**config.mk**
```make
export PLATFORM = sky130hd
export DESIGN_NAME = rstc_top
export DESIGN_NICKNAME = d
export VERILOG_FILES = /design/src/design/rstc_pkg.sv /design/src/design/rstc_top.sv
export SDC_FILE = /design/constraint.sdc
export NUM_CORES = 1
export LEC_CHECK = 0
export ABC_CLOCK_PERIOD_IN_PS = 1800
export BUFFER_PORTS_ARGS = -buffer_cell sky130_fd_sc_hd__buf_4
export CAP_MARGIN = 5
export CORE_MARGIN = 5
export CORE_UTILIZATION = 40
export CTS_BUF_LIST = sky130_fd_sc_hd__clkbuf_4
export DETAILED_ROUTE_END_ITERATION = 7
export GPL_TIMING_DRIVEN = 0
export HOLD_SLACK_MARGIN = 0.02
export PLACE_DENSITY = 0.74
export SETUP_SLACK_MARGIN = 0.5
export SKIP_CTS_REPAIR_TIMING = 1
export SYNTH_ARGS = -nofsm -noshare
export SYNTH_HDL_FRONTEND = slang
export SYNTH_SLANG_ARGS = --single-unit
```
**constraint.sdc**
```tcl
create_clock -name clk -period 1.8 [get_ports clk]
set_input_delay 0.09 -clock clk [delete_from_list [all_inputs] [get_ports clk]]
set_output_delay 0.09 -clock clk [all_outputs]
set_load 0.02 [all_outputs]
```
**src/design/rstc_pkg.sv**
```systemverilog
// Constants for the radio state transition configuration block
// Contract
// (RULE1) Two-bit clear channel policy selects indication
// (RULE2) Clear channel flag follows policy, reset 11
// (RULE3) Post-receive next state from two-bit field
// (RULE4) Post-transmit next state from two-bit field
// (RULE5) Calibration policy 00: never calibrate automatically
// (RULE6) Policy 01: calibrate leaving idle
// (RULE7) Policy 10: calibrate on automatic idle return
// (RULE8) Policy 11: calibrate every fourth return
// (RULE9) Modulo-four counter of returns, calibrate on wrap
// (RULE10) Carrier timeout: OOK needs carrier in 8 symbols
package rstc_pkg;
    localparam logic [7:0] RSTC_ADDR_RXTO   = 8'h16;
    localparam logic [7:0] RSTC_ADDR_STC    = 8'h17;
    localparam logic [7:0] RSTC_ADDR_CALCFG = 8'h18;
    localparam int         RSTC_TO_BIT      = 4;
    localparam logic [3:0] RSTC_TO_LOW_RST  = 4'h7;
    localparam logic [5:0] RSTC_STC_RST     = 6'h30;
    localparam logic [1:0] RSTC_CAL_RST     = 2'h0;
    localparam int         RSTC_CCA_LSB     = 4;
    localparam int         RSTC_RXO_LSB     = 2;
    localparam int         RSTC_CAL_LSB     = 4;
    localparam logic [3:0] RSTC_OOK_SYMBOLS = 4'h8;
    typedef enum logic [3:0] {
        RSTC_ST_IDLE  = 4'h1,
        RSTC_ST_SYNTH = 4'h2,
        RSTC_ST_TX    = 4'h4,
        RSTC_ST_RX    = 4'h8
    } rstc_state_t;
endpackage

```
**src/design/rstc_top.sv**
```systemverilog
// Radio state transition configuration: registers, policy decode, calibration
`timescale 1ns/10ps
module rstc_top
    import rstc_pkg::*;
(
    input  wire logic        clk,
    input  wire logic        srst,
    input  wire logic        wr_en,
    input  wire logic [7:0]  wr_addr,
    input  wire logic [7:0]  wr_data,
    input  wire logic [7:0]  rd_addr,
    output logic      [7:0]  rd_data,
    input  wire logic        rssi_below,
    input  wire logic        pkt_receiving,
    input  wire logic        rx_done,
    input  wire logic        tx_done,
    input  wire logic        leave_idle,
    input  wire logic        auto_idle,
    input  wire logic        ook_mode,
    input  wire logic        symbol_tick,
    input  wire logic        carrier_sense,
    input  wire logic        rx_start,
    output logic             clear_channel_flag,
    output rstc_state_t      post_receive_state,
    output rstc_state_t      post_transmit_state,
    output logic             calibrate_pulse,
    output logic             rx_timeout
);
    // ----------------------------------------
    // Registers
    // ----------------------------------------
    logic [3:0] to_low_r;
    logic       to_en_r;
    logic [1:0] cca_r;
    logic [1:0] rxo_r;
    logic [1:0] txo_r;
    logic [1:0] cal_r;
    logic [1:0] ret_cnt_r;
    logic [3:0] sym_cnt_r;
    logic       rx_watch_r;

    function automatic rstc_state_t next_st(input logic [1:0] sel, input logic is_rx);
        case (sel)
            2'h0:    next_st = RSTC_ST_IDLE;
            2'h1:    next_st = RSTC_ST_SYNTH;
            2'h2:    next_st = RSTC_ST_TX;
            2'h3:    next_st = is_rx ? RSTC_ST_RX : RSTC_ST_RX;
            default: next_st = RSTC_ST_IDLE;
        endcase
    endfunction

    always_ff @(posedge clk)
    begin
        if (srst)
        begin
            to_low_r <= RSTC_TO_LOW_RST;
            to_en_r  <= 1'b0;
            {cca_r, rxo_r, txo_r} <= RSTC_STC_RST; // RULE2
            cal_r    <= RSTC_CAL_RST; // RULE5
        end
        else if (wr_en)
        begin
            case (wr_addr)
                RSTC_ADDR_RXTO:
                begin
                    to_en_r  <= wr_data[RSTC_TO_BIT];
                    to_low_r <= wr_data[3:0];
                end
                RSTC_ADDR_STC:
                begin
                    cca_r <= wr_data[RSTC_CCA_LSB+:2];
                    rxo_r <= wr_data[RSTC_RXO_LSB+:2];
                    txo_r <= wr_data[1:0];
                end
                RSTC_ADDR_CALCFG: cal_r <= wr_data[RSTC_CAL_LSB+:2];
                default: ;
            endcase
        end
    end

    always_comb
    begin
        case (rd_addr)
            RSTC_ADDR_RXTO:   rd_data = {3'h0, to_en_r, to_low_r};
            RSTC_ADDR_STC:    rd_data = {2'h0, cca_r, rxo_r, txo_r};
            RSTC_ADDR_CALCFG: rd_data = {2'h0, cal_r, 4'h0};
            default:          rd_data = 8'h00;
        endcase
    end

    // ----------------------------------------
    // Clear channel and next states
    // ----------------------------------------
    // Registered, so the flag trails its inputs by one clock
    always_ff @(posedge clk)
    begin
        if (srst)
            clear_channel_flag <= 1'b0;
        else
            case (cca_r) // RULE1
                2'h0:    clear_channel_flag <= 1'b1;
                2'h1:    clear_channel_flag <= rssi_below;
                2'h2:    clear_channel_flag <= !pkt_receiving;
                default: clear_channel_flag <= rssi_below && !pkt_receiving;
            endcase
    end

    always_ff @(posedge clk)
    begin
        if (srst)
        begin
            post_receive_state  <= RSTC_ST_IDLE;
            post_transmit_state <= RSTC_ST_IDLE;
        end
        else
        begin
            if (rx_done)
                post_receive_state <= next_st(rxo_r, 1'b1); // RULE3
            if (tx_done)
                post_transmit_state <= next_st(txo_r, 1'b0); // RULE4
        end
    end

    // ----------------------------------------
    // Automatic calibration
    // ----------------------------------------
    // Count survives policy changes; switching away and back resumes mid-cycle
    always_ff @(posedge clk)
    begin
        if (srst)
            ret_cnt_r <= 2'h0;
        else if (auto_idle && cal_r == 2'h3)
            ret_cnt_r <= ret_cnt_r + 2'h1; // RULE9
    end

    always_ff @(posedge clk)
    begin
        if (srst)
            calibrate_pulse <= 1'b0;
        else
            case (cal_r)
                2'h1:    calibrate_pulse <= leave_idle; // RULE6
                2'h2:    calibrate_pulse <= auto_idle; // RULE7
                2'h3:    calibrate_pulse <= auto_idle && ret_cnt_r == 2'h3; // RULE8
                default: calibrate_pulse <= 1'b0; // RULE5
            endcase
    end

    // ----------------------------------------
    // Carrier timeout
    // ----------------------------------------
    always_ff @(posedge clk)
    begin
        if (srst)
        begin
            rx_watch_r <= 1'b0;
            sym_cnt_r  <= 4'h0;
            rx_timeout <= 1'b0;
        end
        else
        begin
            rx_timeout <= 1'b0;
            // Restart wins over carrier in the same cycle; one carrier hit disarms
            if (rx_start)
            begin
                rx_watch_r <= to_en_r && ook_mode;
                sym_cnt_r  <= 4'h0;
            end
            else if (rx_watch_r)
            begin
                if (carrier_sense)
                    rx_watch_r <= 1'b0;
                else if (symbol_tick)
                begin
                    sym_cnt_r <= sym_cnt_r + 4'h1;
                    if (sym_cnt_r + 4'h1 == RSTC_OOK_SYMBOLS)
                    begin
                        rx_timeout <= 1'b1; // RULE10
                        rx_watch_r <= 1'b0;
                    end
                end
            end
        end
    end

    AST_CCA_ALWAYS: assert property (@(posedge clk) disable iff (srst) // RULE1
        $past(cca_r) == 2'h0 && !$past(srst) |-> clear_channel_flag)
        else $error("clear flag low under always-clear policy");
    AST_CCA_RSSI: assert property (@(posedge clk) disable iff (srst) // RULE1
        $past(cca_r) == 2'h1 && !$past(srst) |-> clear_channel_flag == $past(rssi_below))
        else $error("clear flag does not follow signal level");
    AST_CCA_BOTH: assert property (@(posedge clk) disable iff (srst) // RULE2
        $past(cca_r) == 2'h3 && $past(pkt_receiving) && !$past(srst) |-> !clear_channel_flag)
        else $error("clear flag high while receiving");
    AST_RXO_TX: assert property (@(posedge clk) disable iff (srst) // RULE3
        rx_done && rxo_r == 2'h2 |=> post_receive_state == RSTC_ST_TX)
        else $error("wrong post-receive state");
    AST_TXO_RX: assert property (@(posedge clk) disable iff (srst) // RULE4
        tx_done && txo_r == 2'h3 |=> post_transmit_state == RSTC_ST_RX)
        else $error("wrong post-transmit state");
    AST_CAL_NEVER: assert property (@(posedge clk) disable iff (srst) // RULE5
        $past(cal_r) == 2'h0 && !$past(srst) |-> !calibrate_pulse)
        else $error("calibration with policy zero");
    AST_CAL_LEAVE: assert property (@(posedge clk) disable iff (srst) // RULE6
        cal_r == 2'h1 && leave_idle |=> calibrate_pulse)
        else $error("missed calibration leaving idle");
    AST_CAL_RET: assert property (@(posedge clk) disable iff (srst) // RULE7
        cal_r == 2'h2 && auto_idle |=> calibrate_pulse)
        else $error("missed calibration on idle return");
    AST_CAL_FOURTH: assert property (@(posedge clk) disable iff (srst) // RULE8
        cal_r == 2'h3 && auto_idle && ret_cnt_r != 2'h3 |=> !calibrate_pulse)
        else $error("calibration before fourth return");
    AST_CAL_HIT: assert property (@(posedge clk) disable iff (srst) // RULE8
        cal_r == 2'h3 && auto_idle && ret_cnt_r == 2'h3 |=> calibrate_pulse)
        else $error("missed calibration on fourth return");
    AST_CNT_WRAP: assert property (@(posedge clk) disable iff (srst) // RULE9
        cal_r == 2'h3 && auto_idle |=> ret_cnt_r == $past(ret_cnt_r) + 2'h1)
        else $error("return counter did not advance");
    AST_TO_CARRIER: assert property (@(posedge clk) disable iff (srst) // RULE10
        carrier_sense && !rx_start |=> !rx_timeout)
        else $error("timeout despite carrier");
    AST_TO_EXPIRE: assert property (@(posedge clk) disable iff (srst) // RULE10
        rx_watch_r && !rx_start && !carrier_sense && symbol_tick
            && sym_cnt_r == RSTC_OOK_SYMBOLS - 4'h1 |=> rx_timeout)
        else $error("no timeout after last silent symbol");
endmodule

```
After elaboration in Yosys (flattened, before gate mapping)
Index checks and enable logic that the tools add are counted.
{"block": "totals", "register_bits": 31, "inputBits": 37, "output_inout_bits": 19, "wordCells": 63}
{"block": "op_classes", "addsub": 2, "n_eq_ne": 19, "muxes": 11, "bitwise": 3, "n_reduce_logical": 14}
{"cell": "$eq 8x5->1 const B", "count": 6}
{"cell": "$pmux 4 s4", "count": 2}
{"cell": "$pmux 6 s3", "count": 1}
{"cell": "$eq 2x2->1 const B", "count": 8}
{"cell": "$eq 2x1->1 const B", "count": 4}
{"cell": "$logic_not 2->1", "count": 3}
{"cell": "$mux 1", "count": 6}
{"cell": "$pmux 1 s3", "count": 2}
{"cell": "$reduce_and 2->1", "count": 3}
{"cell": "$reduce_or 5->1", "count": 1}
{"cell": "$add 4x1->4 const B", "count": 1}
{"cell": "$eq 4x4->1 const B", "count": 1}
{"cell": "$logic_and 1x1->1", "count": 4}
{"cell": "$not 1->1", "count": 3}
{"cell": "$reduce_and 3->1", "count": 1}
{"cell": "$add 2x1->2 const B", "count": 1}
{"cell": "$reduce_or 2->1", "count": 1}
{"cell": "$logic_not 1->1", "count": 1}

Longest topological paths before layout
Gate-level depths: netlist (run 1).
{"block": "depth", "ltp_word": 7, "ltp_mapped": 5, "mapped_depth_nobuf": 5}

Worst setup path after synthesis (run 1)
No wires, ideal clock.
{"block": "synth_timing", "kind": "input to output", "from": "in rd_addr[5]", "to": "out rd_data[0]", "arrival_time_ps": 1324, "required_ps": 1710, "slack_ps": 386, "stages": 3, "n_path_buf": 0, "cell_sequence": "or4b_4 -> nor4b_4 -> a22o_1"}
{"block": "synth_between", "elab_chain_len": 2, "elab_cells_between_ends": 4, "classes_between": "eq/ne: 3; mux: 1"}
{"element": "start, declared", "line_no": "rstc_top.sv:11", "source": "input wire logic [7:0] rd_addr,"}
{"element": "$eq 8x5->1", "line_no": "rstc_top.sv:83", "source": "case (rd_addr)"}
{"element": "$pmux 6 s3 (*)", "line_no": "rstc_top.sv:83"}
{"element": "end, declared", "line_no": "rstc_top.sv:12", "source": "output logic [7:0] rd_data,"}
Every way passes the cells marked *; elsewhere a longest branch is shown, timed or not.

Worst setup path after layout (run 1)
{"block": "layout_timing", "from": "in rd_addr[6]", "to": "out rd_data[2]"}
The elaborated chain is that of the path after synthesis.

==> reports/results.tsv, run 1 <==
stage	metric	value	unit
place	hpwl	2490	um
floorplan	row_count	21	
drt	dr.pass1.iters	4	
place	portBuffers	50	
flow_run	drv_cap	0	
drt	vias	1326	
logic_synthesis	syn_area_per_cell	9.32	um^2
floorplan	die_w	69.9	um
logic_synthesis	syn_area	1440	um^2
run_status	status	completed	
power	power_density	573	nW/um^2
worst_setup_path	startpoint_type	input pin	
cells_and_area	fillers	314	
sta	max_freq	618	MHz
logic_synthesis	synth.distinct_cells	36	
worst_setup_path	end_kind	output pin	
cts	clk_pin_slew_worst_paths	0.10	ns
drt	drc	0	
logic_synthesis	ys_seq_area_frac	0.432	
logic_synthesis	synthTopCellsByArea	dfxtp_1, mux2i_1, nor2_1	
logic_synthesis	synthArstFlopShare	0	
floorplan	start_util	0.420	
logic_synthesis	yosysTopAreaCellShare	0.432	
worst_setup_path	critPathTopFamily	simple AND/OR/NAND/NOR gates	
cts	cts_buffer_depth	2	
power	peakVddDrop	0.000365	V
drt	ant_nets	0	
worst_hold_path	hp-class	in2reg	
drt	via_per_inst	4.93	
worst_setup_path	worstPathRequired	1.71	ns
floorplan	die_h	69.9	um
cts	cts_tree	yes	
cts	clkSinkCount	31	
drt	drt-initial-drc-count	63	
cells_and_area	layoutNonFillerInstCount	269	
logic_synthesis	ys_dominant_reg_cell	dfxtp_1	
cells_and_area	final_nets	262	
worst_setup_path	crit_chain	buf_6 > or4b_4 > nor4b_4 > buf_6 > a22o_1 > buf_6	
cts	cts-buffers-inserted	5	
cells_and_area	layout-drive-gt1-share	0.350	
logic_synthesis	syn_inst	154	
sta	worst_clock_skew	0.00626	ns
worst_setup_path	arrival	1.53	ns
cts	insertion_delay	0.33	ns
sta	fin_tns_setup	0	ns
grt	overflow	0	
sta	setup_viol	0	
worst_setup_path	critPathKind	in2out	
cells_and_area	antennaDiodeCount	0	
floorplan	core_area	3420	um^2
grt	grt_max_degree	11	
drt	drt-total-wl	3450	um
floorplan	io_pins	56	
sta	fin_crit_sh	0.899	
worst_setup_path	cpMostUsedCell	buf_6	
logic_synthesis	synth_edf_count	0	
cts	clk_root_buffer_cell	clkbuf_4	
logic_synthesis	yosysTopAreaCell	dfxtp_1	
grt	antenna_found_initial	0	
worst_setup_path	slowest_delay	0.57	ns
place	placedCellCount	251	
grt	first_global_vias	1184	
worst_setup_path	path_buf_inv	3	
power	leakage	0.860	nW
sta	grt_setup_unrepaired	true	
worst_setup_path	cp_slowest_cell	or4b_4	
logic_synthesis	yosys_warnings	0	
grt	track_usage	0.139	
floorplan	die_area	4890	um^2
cts	h-tree-depth	2	
drt	wl_per_cell	12.8	um
worst_setup_path	crit_fanout	6	
sta	min_period	1.62	ns
cells_and_area	area_delta_synth_final	45.6	%
grt	grt_first_pass_wirelength	5420	um
place	place.gp.congestion	0.794	
logic_synthesis	synth_seq_cells	31	
sta	hold_viol	0	
sta	maxSlewViolCount	0	
==> cells in the mapped netlist (2+ instances only) <==
| library cell | number |
|---|---|
| a21oi_1 | 14 |
| a22o_1 | 5 |
| buf_4 | 2 |
| clkbuf_1 | 4 |
| dfxtp_1 | 31 |
| ha_1 | 3 |
| inv_1 | 3 |
| mux2i_1 | 10 |
| nand2_1 | 3 |
| nand2b_1 | 9 |
| nand3_1 | 6 |
| nand3b_1 | 6 |
| nand4_1 | 2 |
| nor2_1 | 21 |
| nor3_1 | 9 |
| o21ai_0 | 4 |
| xnor2_1 | 2 |
| xor2_1 | 2 |
==> worst register-to-register path, cell delays in order (launching register included) <==
cell	delay [ns]
dfxtp_4	0.38
ha_4	0.17
a21boi_1	0.12
a21o_1	0.19
a21oi_2	0.16
o21a_1	0.12
==> where the power goes <==
group	leakage [nW]	switching, mW	internal, mW
clock network	0.0263	0.241	0.143
logic	0.582	0.0549	0.0730
registers	0.252	0.000721	0.684
==> flip-flops by register name (all words and copies together), names as in the netlist <==
register and count:
rx_timeout 1, post_receive_state 4, to_low_r 4, ret_cnt_r 2
sym_cnt_r 4, post_transmit_state 4, txo_r 2, rxo_r 2
calibrate_pulse 1, clear_channel_flag 1, to_en_r 1, cca_r 2
rx_watch_r 1, cal_r 2
==> area by class of cell <==
cell class,count,area (um^2),share of cell area
Buffer,6,30.0,0.0144
Sequential cell,31,628,0.301
Tap cell,46,57.6,0.0275
Clock buffer,5,37.5,0.0180
Timing Repair Buffer,60,497,0.238
Clock inverter,3,15.0,0.00719
Inverter,3,11.3,0.00539
Multi-Input combinational cell,115,813,0.389
==> per-stage QoR <==
| stage | hold slack (ns) | worst slack [ns] | total power [mW] | utilization | area (um^2) |
|---|---|---|---|---|---|
| floorplan | 0.167 | 0.386 | 0.740 | - | 1440 |
| global placement | 0.298 | 0.110 | 0.818 | 0.548 | 1870 |
| detailed placement | 0.293 | 0.100 | 0.819 | 0.548 | 1870 |
| CTS | -0.0658 | 0.0999 | 1.20 | 0.563 | 1920 |
| global route | 0.0206 | 0.143 | 1.25 | 0.612 | 2090 |
| finish | 0.00655 | 0.183 | 1.20 | 0.612 | 2090 |
==> path summary, 6_finish.rpt <==
kind | start | endpoint | slack (ns) | cells after the start
setup / recovery | rd_addr[6] | rd_data[2] | 0.18 | 6
hold / removal | wr_data[1] | txo_r[1] | 0.007 | 3
setup reg to reg | sym_cnt_r[0] | rx_watch_r | 0.61 | 5
hold reg to reg | post_transmit_state[3] | post_transmit_state[3] | 0.47 | 2
==> cells by family (layout without fill, tap and decap cells) <==
kind of cell,after synthesis,in the layout,synth area share
flops,31,31,0.432
mux,10,10,0.0697
buf+inv,9,77,0.0288
compound gates,29,29,0.126
fa+ha+maj,3,3,0.0262
simple gates,67,67,0.290
xor+xnor,4,4,0.0244
other cells,1,2,0.00261
==> routing by layer <==
layer | wire length [um] | vias up | share of wire | track usage
met5 | 0 | - | 0 | 0
met4 | 52 | 0 | 0.015 | 0.0511
met3 | 246 | 7 | 0.071 | 0.0574
met2 | 1620 | 40 | 0.47 | 0.219
met1 | 1530 | 595 | 0.44 | 0.169
li1 | - | 684 | - | -
==> layout by cell type (no fill, tap or decap), types with 3 or more instances in the layout <==
master / n
nand3_1: 6
a21oi_1: 13
dfxtp_1: 29
buf_4: 48
clkbuf_4: 5
o21ai_0: 4
nor3_1: 9
nand2b_1: 9
buf_6: 9
dlygate4sd3_1: 5
inv_1: 3
nand3b_1: 6
mux2i_1: 10
a22o_1: 5
nor2_1: 20
clkbuf_1: 4
(Power assumes the default switching activity.)
==> inputs of run 2 (changes only) <==
--- a/config.mk
+++ b/config.mk
@@ -8,7 +8,6 @@
 export ABC_CLOCK_PERIOD_IN_PS = 1800
 export BUFFER_PORTS_ARGS = -buffer_cell sky130_fd_sc_hd__buf_4
 export CAP_MARGIN = 5
-export CORE_MARGIN = 5
 export CORE_UTILIZATION = 40
 export CTS_BUF_LIST = sky130_fd_sc_hd__clkbuf_4
 export DETAILED_ROUTE_END_ITERATION = 7
==> reports/results.tsv, run 2 (synthesized netlist as in run 1, its figures left out) <==
stage	metric	value	unit	change
grt	antenna_found_initial	0		unchanged
power	peakVddDrop	0.000539	V	+47%
place	place.gp.congestion	0.814		+2.5%
floorplan	die_h	61.9	um	-11%
sta	setup_viol	0		unchanged
cts	insertion_delay	0.33	ns	about the same
worst_setup_path	startpoint_type	input pin		
cts	cts-buffers-inserted	5		unchanged
cts	clkSinkCount	31		unchanged
worst_setup_path	end_kind	output pin		
power	total_power	1.34	mW	+12%
cts	cts_tree	yes		
cells_and_area	fillers	322		+2.5%
grt	grt_max_degree	11		unchanged
drt	drt-total-wl	3220	um	-6.5%
sta	fin_ws	0.173	ns	-0.00998 ns
worst_hold_path	hp-class	in2reg		
sta	hold_viol	0		unchanged
cts	cts_buffer_depth	2		unchanged
drt	dr.pass1.iters	4		unchanged
grt	first_global_vias	1200		+1.4%
sta	max_freq	614	MHz	-0.61%
floorplan	start_util	0.423		+0.00326
cts	h-tree-depth	2		unchanged
floorplan	die_area	3830	um^2	-22%
drt	wl_per_cell	12.1	um	-5.5%
grt	overflow	0		unchanged
worst_setup_path	cpMostUsedCell	buf_6		
flow_run	drv_cap	0		unchanged
drt	via_per_inst	5.06		+2.7%
power	leakage	0.855	nW	-0.57%
floorplan	core_area	3390	um^2	-0.77%
sta	maxSlewViolCount	0		unchanged
cells_and_area	layout-drive-gt1-share	0.336		-0.0134
sta	min_period	1.63	ns	+0.00999 ns
worst_setup_path	arrival	1.54	ns	about the same
sta	fin_tns_setup	0	ns	unchanged
place	dp_slack	0.114	ns	+0.0135 ns
sta	worst_clock_skew	0.00210	ns	-0.00416 ns
cts	clk_root_buffer_cell	clkbuf_4		
cells_and_area	layoutNonFillerInstCount	266		-1.1%
grt	track_usage	0.183		+0.0441
cells_and_area	area_delta_synth_final	44.6	%	
floorplan	io_pins	56		unchanged
floorplan	row_count	21		unchanged
run_status	status	completed		
sta	fin_crit_sh	0.904		+0.00555
drt	drc	0		unchanged
place	placedCellCount	251		unchanged
drt	drt-initial-drc-count	56		-11%
sta	grt_setup_unrepaired	true		
worst_setup_path	worstPathRequired	1.71	ns	about the same
cells_and_area	layout_common_cells	buf_4, dfxtp_1, nor2_1		
place	hpwl	2310	um	-7.2%
cells_and_area	final_nets	259		-1.1%
drt	vias	1346		+1.5%
worst_setup_path	crit_chain	buf_6 > or4b_4 > nor4b_4 > buf_4 > a22o_1 > buf_6		
cells_and_area	final_common_cell	buf_4		
cts	clk_pin_slew_worst_paths	0.10	ns	about the same
floorplan	die_w	61.9	um	-11%
worst_setup_path	slowest_delay	0.58	ns	about the same
drt	ant_nets	0		unchanged
power	power_density	646	nW/um^2	+13%
worst_setup_path	crit_fanout	6		unchanged
cells_and_area	antennaDiodeCount	0		unchanged
worst_setup_path	critPathKind	in2out		
worst_setup_path	cp_slowest_cell	or4b_4		
place	portBuffers	50		unchanged
grt	grt_first_pass_wirelength	5020	um	-7.4%
-- run 2: per-stage QoR --
step	hold WS, ns	utilization	cell area, um^2
after floorplan	0.167	-	1440
after global placement	0.294	0.552	1870
after detailed placement	0.297	0.552	1870
after CTS	-0.0566	0.575	1950
after global routing	0.0288	0.612	2080
final	0.0128	0.612	2080
-- run 2: area by class of cell --
class                   count  area [um^2]  share of cell area
well taps                  46         57.6              0.0277
flip-flops and latches     31          628               0.303
multi-input cells         115          806               0.388
clock inverters             3         38.8              0.0187
clock buffers               5         37.5              0.0181
repair buffers             57          467               0.225
inverters                   3         11.3             0.00542
plain buffers               6         30.0              0.0145
-- run 2: layer usage --
metal | up-vias | GRT usage | part of all wire
li1 | 679 | - | -
met5 | - | 0 | 0
met3 | 5 | 0.0393 | 0.053
met1 | 617 | 0.210 | 0.45
met2 | 45 | 0.320 | 0.48
met4 | 0 | 0.0952 | 0.013
-- run 2: power breakdown --
group          leakage (nW)  total (mW)  switching [mW]  internal (mW)
clock                0.0426       0.528           0.242          0.285
sequential            0.252       0.684        0.000576          0.684
combinational         0.561       0.129          0.0558         0.0727
-- run 2: worst paths after layout --
path | startpoint | end | slack (ns) | cells after the start
worst max-delay path | rd_addr[6] | rd_data[3] | 0.17 | 6
worst min-delay path | wr_data[4] | to_en_r | 0.01 | 3
worst max register to register | sym_cnt_r[0] | rx_watch_r | 0.53 | 5
worst min register to register | post_transmit_state[1] | post_transmit_state[1] | 0.47 | 2
-- run 2: worst max-delay path, delay by kind of cell --
| kind | cells | cell delay, ns |
|---|---|---|
| AND/OR/NAND/NOR | 2 | 0.87 |
| buffers and inverters | 3 | 0.40 |
| AO/OA/AOI/OAI | 1 | 0.18 |
